### config.mk
export PLATFORM = sky130hd
export DESIGN_NAME = swwg_top
export DESIGN_NICKNAME = d
export VERILOG_FILES = /design/src/design/swwg_pkg.sv /design/src/design/swwg_top.sv
export VERILOG_INCLUDE_DIRS = /design/src /design/src/design
export SDC_FILE = /design/constraint.sdc
export NUM_CORES = 1
export LEC_CHECK = 0
export ABC_AREA = 0
export BUFFER_PORTS_ARGS = -buffer_cell sky130_fd_sc_hd__buf_2
export CAP_MARGIN = 20
export CORE_UTILIZATION = 30
export DETAILED_ROUTE_END_ITERATION = 7
export SYNTH_ARGS = -nofsm -noshare
export SYNTH_HDL_FRONTEND = slang
export SYNTH_SLANG_ARGS = --single-unit
### constraint.sdc
create_clock -name REF_CLK_IN -period 10.2 [get_ports REF_CLK_IN]
set_input_delay 2.55 -clock REF_CLK_IN [delete_from_list [all_inputs] [get_ports REF_CLK_IN]]
set_output_delay 2.55 -clock REF_CLK_IN [all_outputs]
set_load 0.005 [all_outputs]
### src/design/swwg_regs.svh
// Register map, field positions, reset values and segment times of the
// single-wire waveform generator. Assumes a 32-bit APB slave, byte addresses.
`ifndef SWWG_REGS_SVH
`define SWWG_REGS_SVH

// Register byte offsets
`define SWWG_CTRL_OFS      8'h00
`define SWWG_CMD_OFS       8'h04
`define SWWG_STATUS_OFS    8'h08
`define SWWG_INT_STAT_OFS  8'h0c
`define SWWG_INT_MASK_OFS  8'h10

// Control register fields
`define SWWG_CTRL_SPEED    1:0
`define SWWG_CTRL_W1LT     4:2
`define SWWG_CTRL_DSO      7:5
`define SWWG_CTRL_PPD      10:8
`define SWWG_CTRL_SPUD     13:11
`define SWWG_CTRL_RST      32'h0000_0000

// Command register fields
`define SWWG_CMD_DATA      7:0
`define SWWG_CMD_OP        10:8
`define SWWG_TERM_CODE     8'hf1
`define SWWG_INF_CODE      3'h7

// Response bytes
`define SWWG_RESP_RST_BASE 6'h32
`define SWWG_RESP_PULSE    8'hed

// Time base
`define SWWG_US_NS         1000
`define SWWG_CLK_NS        4

// Segment times in microseconds, regular (also the flexible base) and overdrive
`define SWWG_RSTL_US       512
`define SWWG_RSTL_OD_US    64
`define SWWG_SI_US         8
`define SWWG_SI_OD_US      2
`define SWWG_PDT_US        64
`define SWWG_PDT_OD_US     8
`define SWWG_FILL_US       512
`define SWWG_FILL_OD_US    64
`define SWWG_SHORT_US      4096
`define SWWG_W1L_US        8
`define SWWG_W1L_OD_US     1
`define SWWG_DSO_US        3
`define SWWG_DSO_OD_US     1
`define SWWG_H1_US         49
`define SWWG_H1_OD_US      8
`define SWWG_W0L_US        57
`define SWWG_W0L_OD_US     7
`define SWWG_REC0_US       3

// Pulse durations in microseconds
`define SWWG_PPD_BASE_US   32
`define SWWG_SPUD0_US      16400
`define SWWG_SPUD1_US      65500
`define SWWG_SPUD2_US      131000
`define SWWG_SPUD3_US      262000
`define SWWG_SPUD4_US      524000
`define SWWG_SPUD5_US      1048000
`define SWWG_SPUD6_US      2096000

`endif

### src/design/swwg_pkg.sv
// Types of the single-wire waveform generator: bus carriers, states, state.
// Assumes the constants of swwg_regs.svh for field meaning.
package swwg_pkg;

    // APB request from the master
    typedef struct packed {
        logic        psel;
        logic        penable;
        logic        pwrite;
        logic [7:0]  paddr;
        logic [31:0] pwdata;
    } swwg_apb_req_t;

    // APB answer to the master
    typedef struct packed {
        logic [31:0] prdata;
        logic        pready;
        logic        pslverr;
    } swwg_apb_rsp_t;

    // Command operations
    typedef enum logic [2:0] {
        SWWG_OP_RESET = 3'h0,
        SWWG_OP_BIT   = 3'h1,
        SWWG_OP_BYTE  = 3'h2,
        SWWG_OP_SPU   = 3'h3,
        SWWG_OP_PROG  = 3'h4,
        SWWG_OP_TERM  = 3'h5
    } swwg_op_t;

    // Sequencer states, one-hot
    typedef enum logic [9:0] {
        SWWG_IDLE    = 10'h001,
        SWWG_RST_LOW = 10'h002,
        SWWG_RST_SI  = 10'h004,
        SWWG_RST_PDT = 10'h008,
        SWWG_RST_4K  = 10'h010,
        SWWG_RST_FIL = 10'h020,
        SWWG_SL_LOW  = 10'h040,
        SWWG_SL_SMP  = 10'h080,
        SWWG_SL_HIGH = 10'h100,
        SWWG_PULSE   = 10'h200
    } swwg_state_t;

    // Reset result codes
    typedef enum logic [1:0] {
        SWWG_RC_SHORT = 2'h0,
        SWWG_RC_PRES  = 2'h1,
        SWWG_RC_ALARM = 2'h2,
        SWWG_RC_NONE  = 2'h3
    } swwg_rcode_t;

    // Whole module state
    typedef struct packed {
        swwg_state_t st;
        logic [11:0] tick_cnt;
        logic [21:0] us_cnt;
        logic        bit_val;
        logic [7:0]  shreg;
        logic [3:0]  bits_left;
        logic        single;
        swwg_rcode_t code;
        logic        pulse_inf;
        logic        pulse_prog;
        logic [7:0]  resp;
        logic [13:0] ctrl;
        logic [1:0]  int_stat;
        logic [1:0]  int_mask;
        logic [31:0] prdata;
        logic [2:0]  sync;
        logic        lvl;
    } swwg_state_rec_t;

endpackage : swwg_pkg

### src/design/swwg_top.sv
// Single-wire bus waveform generator with APB register access.
// Assumes an open-drain bus with external pull-up and one 250 MHz clock.
`timescale 1ns/1ps
`include "swwg_regs.svh"

module swwg_top #(
    parameter int TICK_CYCLES = `SWWG_US_NS / `SWWG_CLK_NS  // Clock cycles per microsecond
) (
    input  wire logic                    REF_CLK_IN,   // 250 MHz clock
    input  wire logic                    RESET_N_IN,   // Synchronous reset, low
    input  wire swwg_pkg::swwg_apb_req_t APB_REQ_IN,   // APB request
    output swwg_pkg::swwg_apb_rsp_t      APB_RSP_OUT,  // APB answer
    input  wire logic                    BUS_IN,       // Bus level from pin
    output logic                         BUS_OUT,      // Bus drive value
    output logic                         BUS_OE_OUT,   // Bus pull-down enable
    output logic                         SPU_OUT,      // Strong pull-up enable
    output logic                         PROG_OUT,     // Programming voltage enable
    output logic                         IRQ_OUT       // Interrupt, high level
);
    import swwg_pkg::*;

    swwg_state_rec_t q;            // Registered state
    swwg_state_rec_t d;            // Next state

    // Decoded speed and flexible codes
    logic        flex;             // Flexible speed selected
    logic        od;               // Overdrive selected
    logic [21:0] t_rstl;           // reset_low_time
    logic [21:0] t_si;             // short_sample_offset
    logic [21:0] t_pdt;            // presence_sample_offset
    logic [21:0] t_fill;           // fill_delay
    logic [21:0] t_w1l;            // one_low_time
    logic [21:0] t_dso;            // read_sample_offset
    logic [21:0] t_h1;             // one_high_time
    logic [21:0] t_w0l;            // zero_low_time
    logic [21:0] t_rec0;           // zero_recovery_time
    logic [21:0] t_pulse;          // Selected pulse duration
    logic [2:0]  pcode;            // Selected pulse duration code
    logic        tick_hit;         // One microsecond elapsed
    logic        seg_done;         // Current segment expires now
    logic        apb_acc;          // APB access phase
    logic        apb_wr;           // APB write takes effect
    logic        cmd_wr;           // Command register written
    logic        adr_ok;           // Address is mapped
    logic [2:0]  op;               // Written operation
    logic        bit_end;          // A time slot finishes now
    logic        rd_bit;           // Bit read in that slot
    logic [7:0]  sh_next;          // Shift register after the slot
    logic        ev_done;          // Response produced this cycle
    logic        ev_short;         // Short found this cycle

    // Strong pull-up duration lookup in microseconds
    function automatic logic [21:0] spud_us(input logic [2:0] c);
        case (c)
            3'h0:    spud_us = 22'(`SWWG_SPUD0_US);
            3'h1:    spud_us = 22'(`SWWG_SPUD1_US);
            3'h2:    spud_us = 22'(`SWWG_SPUD2_US);
            3'h3:    spud_us = 22'(`SWWG_SPUD3_US);
            3'h4:    spud_us = 22'(`SWWG_SPUD4_US);
            3'h5:    spud_us = 22'(`SWWG_SPUD5_US);
            default: spud_us = 22'(`SWWG_SPUD6_US);
        endcase
    endfunction : spud_us

    // Segment durations per speed mode
    always_comb begin
        flex    = (q.ctrl[`SWWG_CTRL_SPEED] == 2'h1);
        od      = (q.ctrl[`SWWG_CTRL_SPEED] == 2'h2);
        t_rstl  = od ? 22'(`SWWG_RSTL_OD_US) : 22'(`SWWG_RSTL_US);
        t_si    = od ? 22'(`SWWG_SI_OD_US) : 22'(`SWWG_SI_US);
        t_pdt   = od ? 22'(`SWWG_PDT_OD_US) : 22'(`SWWG_PDT_US);
        t_fill  = od ? 22'(`SWWG_FILL_OD_US) : 22'(`SWWG_FILL_US);
        t_h1    = od ? 22'(`SWWG_H1_OD_US) : 22'(`SWWG_H1_US);
        t_w0l   = od ? 22'(`SWWG_W0L_OD_US) : 22'(`SWWG_W0L_US);
        // Flexible speed adds the value code to the base time
        if (od) begin
            t_w1l  = 22'(`SWWG_W1L_OD_US);
            t_dso  = 22'(`SWWG_DSO_OD_US);
            t_rec0 = 22'(`SWWG_REC0_US);
        end else if (flex) begin
            t_w1l  = 22'(`SWWG_W1L_US) + 22'(q.ctrl[`SWWG_CTRL_W1LT]);
            t_dso  = 22'(`SWWG_DSO_US) + 22'(q.ctrl[`SWWG_CTRL_DSO]);
            t_rec0 = t_dso;
        end else begin
            t_w1l  = 22'(`SWWG_W1L_US);
            t_dso  = 22'(`SWWG_DSO_US);
            t_rec0 = 22'(`SWWG_REC0_US);
        end
    end

    // Microsecond tick and segment expiry
    // A segment of N microseconds ends on the edge of its last tick, so
    // every segment is exactly N ticks long and the next one follows
    // without a spare cycle in between.
    assign tick_hit = (q.tick_cnt == 12'(TICK_CYCLES - 1));
    assign seg_done = tick_hit && (q.us_cnt == 22'h1);

    // APB decode
    // Ready is tied high, so the access phase always lasts one cycle;
    // a write to an unmapped address is answered with an error and dropped.
    assign apb_acc = APB_REQ_IN.psel && APB_REQ_IN.penable;
    assign apb_wr  = apb_acc && APB_REQ_IN.pwrite && adr_ok;
    assign op      = APB_REQ_IN.pwdata[`SWWG_CMD_OP];
    assign cmd_wr  = apb_wr && (APB_REQ_IN.paddr == `SWWG_CMD_OFS);

    // Mapped address check
    always_comb begin
        case (APB_REQ_IN.paddr)
            `SWWG_CTRL_OFS, `SWWG_CMD_OFS, `SWWG_STATUS_OFS,
            `SWWG_INT_STAT_OFS, `SWWG_INT_MASK_OFS: adr_ok = 1'b1;
            default:                                 adr_ok = 1'b0;
        endcase
    end

    // Pulse code and duration for a pulse command
    always_comb begin
        pcode = (op == SWWG_OP_PROG) ? q.ctrl[`SWWG_CTRL_PPD] : q.ctrl[`SWWG_CTRL_SPUD];
        if (op == SWWG_OP_PROG) begin
            t_pulse = 22'(`SWWG_PPD_BASE_US) << pcode;
        end else begin
            t_pulse = spud_us(pcode);
        end
    end

    // Next-state logic
    always_comb begin
        d        = q;
        bit_end  = 1'b0;
        rd_bit   = 1'b0;
        ev_done  = 1'b0;
        ev_short = 1'b0;
        // Input synchroniser, level moves when stages two and three agree
        // Sampled level lags the pin by about four cycles, so a segment
        // shorter than that would still see the old bus level.
        d.sync = {q.sync[1:0], BUS_IN};
        if (q.sync[2] == q.sync[1]) begin
            d.lvl = q.sync[2];
        end
        // Free-running tick within a segment
        d.tick_cnt = tick_hit ? 12'h0 : q.tick_cnt + 12'h1;
        if (tick_hit && (q.us_cnt != 22'h0)) begin
            d.us_cnt = q.us_cnt - 22'h1;
        end
        // Sequencer
        case (q.st)
            SWWG_IDLE: begin
                // Commands are taken only while idle
                // A command written while busy is dropped silently, except
                // the termination byte during an endless pulse.
                if (cmd_wr) begin
                    d.tick_cnt = 12'h0;
                    case (op)
                        SWWG_OP_RESET: begin
                            d.st     = SWWG_RST_LOW;
                            d.us_cnt = t_rstl;
                        end
                        SWWG_OP_BIT, SWWG_OP_BYTE: begin
                            d.shreg     = APB_REQ_IN.pwdata[`SWWG_CMD_DATA];
                            d.single    = (op == SWWG_OP_BIT);
                            d.bits_left = (op == SWWG_OP_BIT) ? 4'h1 : 4'h8;
                            d.bit_val   = APB_REQ_IN.pwdata[0];
                            d.st        = SWWG_SL_LOW;
                            d.us_cnt    = APB_REQ_IN.pwdata[0] ? t_w1l : t_w0l;
                        end
                        SWWG_OP_SPU, SWWG_OP_PROG: begin
                            // Disarmed pulse starts at once
                            d.st         = SWWG_PULSE;
                            d.pulse_prog = (op == SWWG_OP_PROG);
                            d.pulse_inf  = (pcode == `SWWG_INF_CODE);
                            d.us_cnt     = t_pulse;
                        end
                        default: begin
                            d.st = SWWG_IDLE;                        // Stray term ignored
                        end
                    endcase
                end
            end
            SWWG_RST_LOW: begin
                if (seg_done) begin
                    d.st     = SWWG_RST_SI;
                    d.us_cnt = t_si;
                end
            end
            SWWG_RST_SI: begin
                // Same test at every speed
                if (seg_done) begin
                    d.st     = q.lvl ? SWWG_RST_PDT : SWWG_RST_4K;
                    d.us_cnt = q.lvl ? t_pdt : 22'(`SWWG_SHORT_US);
                end
            end
            SWWG_RST_PDT: begin
                if (seg_done) begin
                    d.code   = q.lvl ? SWWG_RC_NONE : SWWG_RC_PRES;
                    d.st     = SWWG_RST_FIL;
                    d.us_cnt = t_fill;
                end
            end
            SWWG_RST_4K: begin
                if (seg_done && !q.lvl) begin
                    d.resp   = {`SWWG_RESP_RST_BASE, SWWG_RC_SHORT};
                    d.st     = SWWG_IDLE;
                    ev_done  = 1'b1;
                    ev_short = 1'b1;
                end else if (seg_done) begin
                    d.code   = SWWG_RC_ALARM;
                    d.st     = SWWG_RST_FIL;
                    d.us_cnt = t_fill;
                end
            end
            SWWG_RST_FIL: begin
                if (seg_done) begin
                    d.resp  = {`SWWG_RESP_RST_BASE, q.code};
                    d.st    = SWWG_IDLE;
                    ev_done = 1'b1;
                end
            end
            SWWG_SL_LOW: begin
                if (seg_done) begin
                    d.st     = SWWG_SL_SMP;
                    d.us_cnt = q.bit_val ? t_dso : t_rec0;
                end
            end
            SWWG_SL_SMP: begin
                // Write-1 samples here, write-0 recovery ends the slot
                if (seg_done && q.bit_val) begin
                    d.shreg[0] = q.lvl;
                    d.st       = SWWG_SL_HIGH;
                    d.us_cnt   = t_h1;
                end else if (seg_done) begin
                    bit_end = 1'b1;
                end
            end
            SWWG_SL_HIGH: begin
                if (seg_done) begin
                    bit_end = 1'b1;
                    rd_bit  = q.shreg[0];
                end
            end
            SWWG_PULSE: begin
                // Predefined expiry or termination byte ends the pulse
                if ((seg_done && !q.pulse_inf) ||
                    (q.pulse_inf && cmd_wr && (op == SWWG_OP_TERM) &&
                     (APB_REQ_IN.pwdata[`SWWG_CMD_DATA] == `SWWG_TERM_CODE))) begin
                    d.resp  = `SWWG_RESP_PULSE;
                    d.st    = SWWG_IDLE;
                    ev_done = 1'b1;
                end
            end
            default: begin
                d.st = SWWG_IDLE;
            end
        endcase
        // Slot completion, next slot follows with no gap
        sh_next = {rd_bit, q.shreg[7:1]};
        if (bit_end) begin
            d.shreg     = sh_next;
            d.bits_left = q.bits_left - 4'h1;
            d.tick_cnt  = 12'h0;
            if (q.bits_left == 4'h1) begin
                d.resp  = q.single ? {7'h0, rd_bit} : sh_next;
                d.st    = SWWG_IDLE;
                ev_done = 1'b1;
            end else begin
                d.bit_val = sh_next[0];
                d.st      = SWWG_SL_LOW;
                d.us_cnt  = sh_next[0] ? t_w1l : t_w0l;
            end
        end
        // Register writes
        if (apb_wr && (APB_REQ_IN.paddr == `SWWG_CTRL_OFS)) begin
            d.ctrl = APB_REQ_IN.pwdata[13:0];
        end
        if (apb_wr && (APB_REQ_IN.paddr == `SWWG_INT_MASK_OFS)) begin
            d.int_mask = APB_REQ_IN.pwdata[1:0];
        end
        // Sticky events, a set beats a same-cycle clear
        d.int_stat = q.int_stat;
        if (apb_wr && (APB_REQ_IN.paddr == `SWWG_INT_STAT_OFS)) begin
            d.int_stat = q.int_stat & ~APB_REQ_IN.pwdata[1:0];
        end
        d.int_stat = d.int_stat | {ev_short, ev_done};
        // Read data latched in the setup phase
        if (APB_REQ_IN.psel && !APB_REQ_IN.penable) begin
            case (APB_REQ_IN.paddr)
                `SWWG_CTRL_OFS:     d.prdata = {18'h0, q.ctrl};
                `SWWG_STATUS_OFS:   d.prdata = {16'h0, q.resp, 5'h0, q.lvl,
                                                (q.st == SWWG_PULSE), (q.st != SWWG_IDLE)};
                `SWWG_INT_STAT_OFS: d.prdata = {30'h0, q.int_stat};
                `SWWG_INT_MASK_OFS: d.prdata = {30'h0, q.int_mask};
                default:            d.prdata = 32'h0;
            endcase
        end
    end

    // State register
    // Synchronous reset; the sync chain starts at the released high level
    // so that no false low is seen straight after reset.
    always_ff @(posedge REF_CLK_IN) begin
        if (!RESET_N_IN) begin
            q            <= '0;
            q.st         <= SWWG_IDLE;
            q.code       <= SWWG_RC_NONE;
            q.ctrl       <= 14'(`SWWG_CTRL_RST);
            q.sync       <= 3'h7;
            q.lvl        <= 1'b1;
        end else begin
            q <= d;
        end
    end

    // Outputs; slew control is not applied to pulse edges
    // Bus value stays zero: the pin is open drain, only its enable moves.
    always_comb begin
        APB_RSP_OUT.prdata  = q.prdata;
        APB_RSP_OUT.pready  = 1'b1;
        APB_RSP_OUT.pslverr = apb_acc && !adr_ok;
        BUS_OUT    = 1'b0;
        BUS_OE_OUT = (q.st == SWWG_RST_LOW) || (q.st == SWWG_SL_LOW);
        SPU_OUT    = (q.st == SWWG_PULSE) && !q.pulse_prog;
        PROG_OUT   = (q.st == SWWG_PULSE) && q.pulse_prog;
        IRQ_OUT    = |(q.int_stat & q.int_mask);
    end

endmodule : swwg_top

Word-level counts from Yosys, hierarchy flattened

Index checks and enable logic that the tools add are counted.

Bits in registers: 124
Latch bits: 0
Memory bits (writable): 0
ROM bits: 0
Input port bits: 46
Output and inout bits: 39
Logic and storage cells: 195
Memories: 0

Add/sub/neg operators: 5
Multipliers: 0
Div/mod/pow operators: 0
Magnitude comparators: 0
Equality and inequality tests: 45
Shift-type cells: 1
Mux-type cells: 75
Bitwise operators: 5
Reduce and logical (&&, ||, !) cells: 46

Operators by type and width:

| operator                                                               | number |
|---|---|
| 22-bit 2-to-1 mux                                                      | 11 |
| 22-bit case mux with 7 select lines                                    | 1 |
| 21-bit case mux with 6 select lines                                    | 1 |
| 10-bit case mux with 10 select lines                                   | 1 |
| 10-bit 2-to-1 mux                                                      | 9 |
| 22-bit case mux with 3 select lines                                    | 1 |
| 16-bit case mux with 4 select lines                                    | 1 |
| 58-bit 2-to-1 mux                                                      | 1 |
| 57-bit 2-to-1 mux                                                      | 1 |
| 8-bit 2-to-1 mux                                                       | 7 |
| 10-bit case mux with 3 select lines                                    | 1 |
| 12-bit 2-to-1 mux                                                      | 2 |
| 8-bit case mux with 3 select lines                                     | 1 |
| 23-bit 2-to-1 mux                                                      | 1 |
| 22-bit by 1-bit equality test with 1-bit output, second input constant | 1 |
| 22-bit nonzero test                                                    | 1 |
| 6-bit by 3-bit left shift with 22-bit output, first input constant     | 1 |
| 22-bit by 1-bit subtractor with 22-bit output, second input constant   | 1 |
| 3-bit != test, second input constant                                   | 7 |
| 4-bit 2-to-1 mux                                                       | 5 |
| 5-bit 2-to-1 mux                                                       | 4 |
| 1-bit logical AND                                                      | 19 |
| 8-bit by 4-bit equality test with 1-bit output, second input constant  | 2 |
| 3-bit equality test, second input constant                             | 5 |
| other kinds (52)                                                       | 92 |

Depth between registers and ports, before layout

Depth in word-level cells: 14
Depth in mapped cells: 11
Gate-level depth less buffers: 9

Least setup slack after synthesis

Ideal clock, no wire load.

Path kind: input to output
Start point: input port APB_REQ_IN[33] in the netlist's numbering
End point: output port APB_RSP_OUT[0] in the netlist's numbering
Data arrival time: 3.288 ns
Required time: 7.650 ns
Slack: 4.362 ns
Stages: 3
Path buffers: 0
Cell sequence: or2_2 -> nor4_1 -> a21oi_1

RTL lines:

| what            | RTL line       | source |
|---|---|---|
| start, declared | swwg_top.sv:11 | `input wire swwg_pkg::swwg_apb_req_t APB_REQ_IN,` |
| end, declared   | swwg_top.sv:12 | `output swwg_pkg::swwg_apb_rsp_t APB_RSP_OUT,` |

==> results.yml <==
layout:
  final_core_util_pct: 33.4
  nets: 895
  finalNonFillerCells: 1121
  drive_above_1_share_pct: 10.4
  num_antenna_cells: 0
  area_growth_syn_to_layout_pct: 9.11
yosys:
  ys_warn_count: 0
  synth_area_leaders: "dfxtp_1 (34%), nor2_1 (6.3%), mux2i_1 (5.0%)"
  synth_common_cells: "dfxtp_1 (108), nor2_1 (108), nand2_1 (74)"
  synth_fa_ha_area_share_pct: 1.55
  synth-edff-count: 0
  synth-seq-area-share_pct: 33.5
  async_reset_ff_share_pct: 0
  yosysTopAreaCell: "dfxtp_1"
  synth_top_area_share_pct: 33.5
  syn_area_um2: 6450
  yosysUniqueCellTypes: 62
  ys.flop_type: "dfxtp_1"
  synth-xor-area-share_pct: 4.75
  synth.mux.area_fraction_pct: 5.31
  synth.avg_cell_area_um2: 7.67
  ys_ff_latch: 108
  yosys.area_share.simple_pct: 28.6
  synth_compound_area_share_pct: 18.1
  syn_inst: 841
  synth_top_family_by_area: "simple AND/OR/NAND/NOR gates"
sta:
  rsz0062_at_grt: "false"
  clock.fmax_ghz: 0.161
  worst_pin_slew_ps: 985
  whs_ps: 411
  fin_setup_tns_ps: 0
  min_period_over_period_pct: 60.8
  finalHoldViolations: 0
  slew_headroom_pct: 34.2
  finalMaxSlewViolations: 0
  fin_ws_ps: 4000
  layout_min_cycle_time_ps: 6200
  clock-skew-final_ps: 15.2
  setup-violations-final: 0
clock_network:
  cts_tree: "yes"
  h-tree-depth: 3
  clock-sinks: 108
  post_cts_buffers: 0
  cts_buffers: 9
  clk_path_buf_depth: 2
  clock-root-buffer: "clkbuf_16"
  ctsResizeCount: 0
  hold_buffers: 0
  clk_latency_ps: 360
  clkTransAtPathRegs_ps: 80
detailed_routing:
  drtAntennaViolNets: 0
  drtPass1Iterations: 7
  totalWireLength_um: 18200
  wire_per_inst_um: 16.2
  via_count: 6033
  drt_drc_violations_left: 0
  viasPerCell: 5.38
  drt-initial-drc-count: 480
worst_setup_path:
  worst_ep_required_time_ps: 7650
  r2r_slack_ps: 6380
  end_kind: "output port"
  crit_arrival_ps: 3650
  r2r_start: "q[86]"
  reg2reg_depth: 6
  worstSetupStartpointType: "input port"
  critPathKind: "input port to output port"
  r2r_end: "q[119]"
  crit_path_max_fanout: 4
floorplan:
  core-area_um2: 21100
  io_pins: 85
  dieArea_um2: 22100
  rows: 53
  die_w_um: 149
  initial_core_util_pct: 30.6
  die-height_um: 149
grt:
  grt_pass1_wl_um: 28700
  grt.overflow.total: 0
  grt_pass1_vias: 5264
  antenna_found_initial: 0
  grtUsageTotal_pct: 16.7
  grt_max_degree: 51
flow_run:
  maxCapViolCount: 0
placement:
  routabilityCongestion: 0.913
  dpl.hpwl_um: 13500
  pre_cts_ws_ps: 3990
  io_buffers: 48
  dp_cells: 1104
min_path:
  min_path_cells: 1
  hold_path.class: "flip-flop to flip-flop"
  min_from: "d[2]"
  holdPathEnd: "d[3]"
pwr:
  leakagePower_nw: 2.57
  powerDensity_nw_per_um2: 117
  peakVddDrop_mv: 0.0727
run_status:
  status: "finished, final reports clean"
sequential cells by signal, indices dropped and copies added (netlist names):
name and cells:
d 2, APB_RSP_OUT 16, q 90
metrics by stage:
stage / area [um2] / power [mW]
final: 7040 / 0.826
after global routing: 7040 / 0.858
after CTS: 7030 / 0.836
after detailed placement: 6720 / 0.470
after global placement: 6720 / 0.470
after floorplan: 6510 / 0.461
worst max-delay path by stage:
stage                   startpoint              to  slack (ps)  cells after the start
floorplan           APB_REQ_IN[33]  APB_RSP_OUT[0]        4360                      3
global placement    APB_REQ_IN[33]  APB_RSP_OUT[0]        4000                      5
detailed placement  APB_REQ_IN[33]  APB_RSP_OUT[0]        3990                      5
CTS                 APB_REQ_IN[33]  APB_RSP_OUT[0]        3990                      5
global route        APB_REQ_IN[33]  APB_RSP_OUT[0]        3890                      5
finish              APB_REQ_IN[33]  APB_RSP_OUT[0]        4000                      5
power by group:
part / switching (mW) / internal (mW)
registers: 0.00157 / 0.423
logic: 0.0256 / 0.0103
clock network: 0.188 / 0.178
total: 0.215 / 0.611
layout make-up:
class | count | area, um2
fill | 2277 | 14000
multi-input combinational | 648 | 3850
sequential | 108 | 2160
tap | 275 | 344
timing repair buffer | 57 | 308
clock buffer | 9 | 225
clock inverter | 7 | 88.8
inverter | 17 | 63.8
critical path, cell delays in order:
cell and delay (ps):
buf_2 90, or2_2 330, nor4_1 400, a21oi_1 120, buf_2 150
placed cells by master (no fill, tap or decap), types with 9 or more instances in the layout:
| master | instances |
|---|---|
| nand4b_1 | 11 |
| and2_1 | 10 |
| nand3_1 | 44 |
| mux2i_1 | 32 |
| a21oi_1 | 55 |
| dfxtp_1 | 108 |
| a31oi_1 | 9 |
| conb_1 | 18 |
| clkbuf_16 | 9 |
| o22ai_1 | 9 |
| inv_1 | 17 |
| buf_2 | 48 |
| nor2b_1 | 12 |
| buf_4 | 9 |
| xnor2_1 | 24 |
| nor3_1 | 17 |
| a211oi_1 | 9 |
| xor2_1 | 11 |
| o21ai_0 | 52 |
| nand4_1 | 11 |
| nor4_1 | 14 |
| a22oi_1 | 12 |
| nand2b_1 | 15 |
| nor2_1 | 108 |
| nand2_1 | 74 |
routing by layer:
| metal | part of all wire [%] | global-route usage, % | wire length [um] | vias to the layer above |
|---|---|---|---|---|
| li1 | - | - | - | 2956 |
| met1 | 47 | 23.5 | 8600 | 2863 |
| met2 | 45 | 25.0 | 8150 | 186 |
| met3 | 5.6 | 3.07 | 1010 | 28 |
| met4 | 2.2 | 6.03 | 392 | 0 |
| met5 | 0 | 0 | 0 | - |
cells by family (layout without fill, tap and decap cells):
family | after synthesis | count (layout)
other | 2 | 18
and+or+nand+nor | 365 | 365
buffers and inverters | 101 | 90
adders and majority gates | 8 | 8
DFF | 108 | 108
xor gates and xnor gates | 35 | 35
AOI/OAI and AO/OA | 188 | 188
muxes | 34 | 34
(Power assumes the default switching activity.)
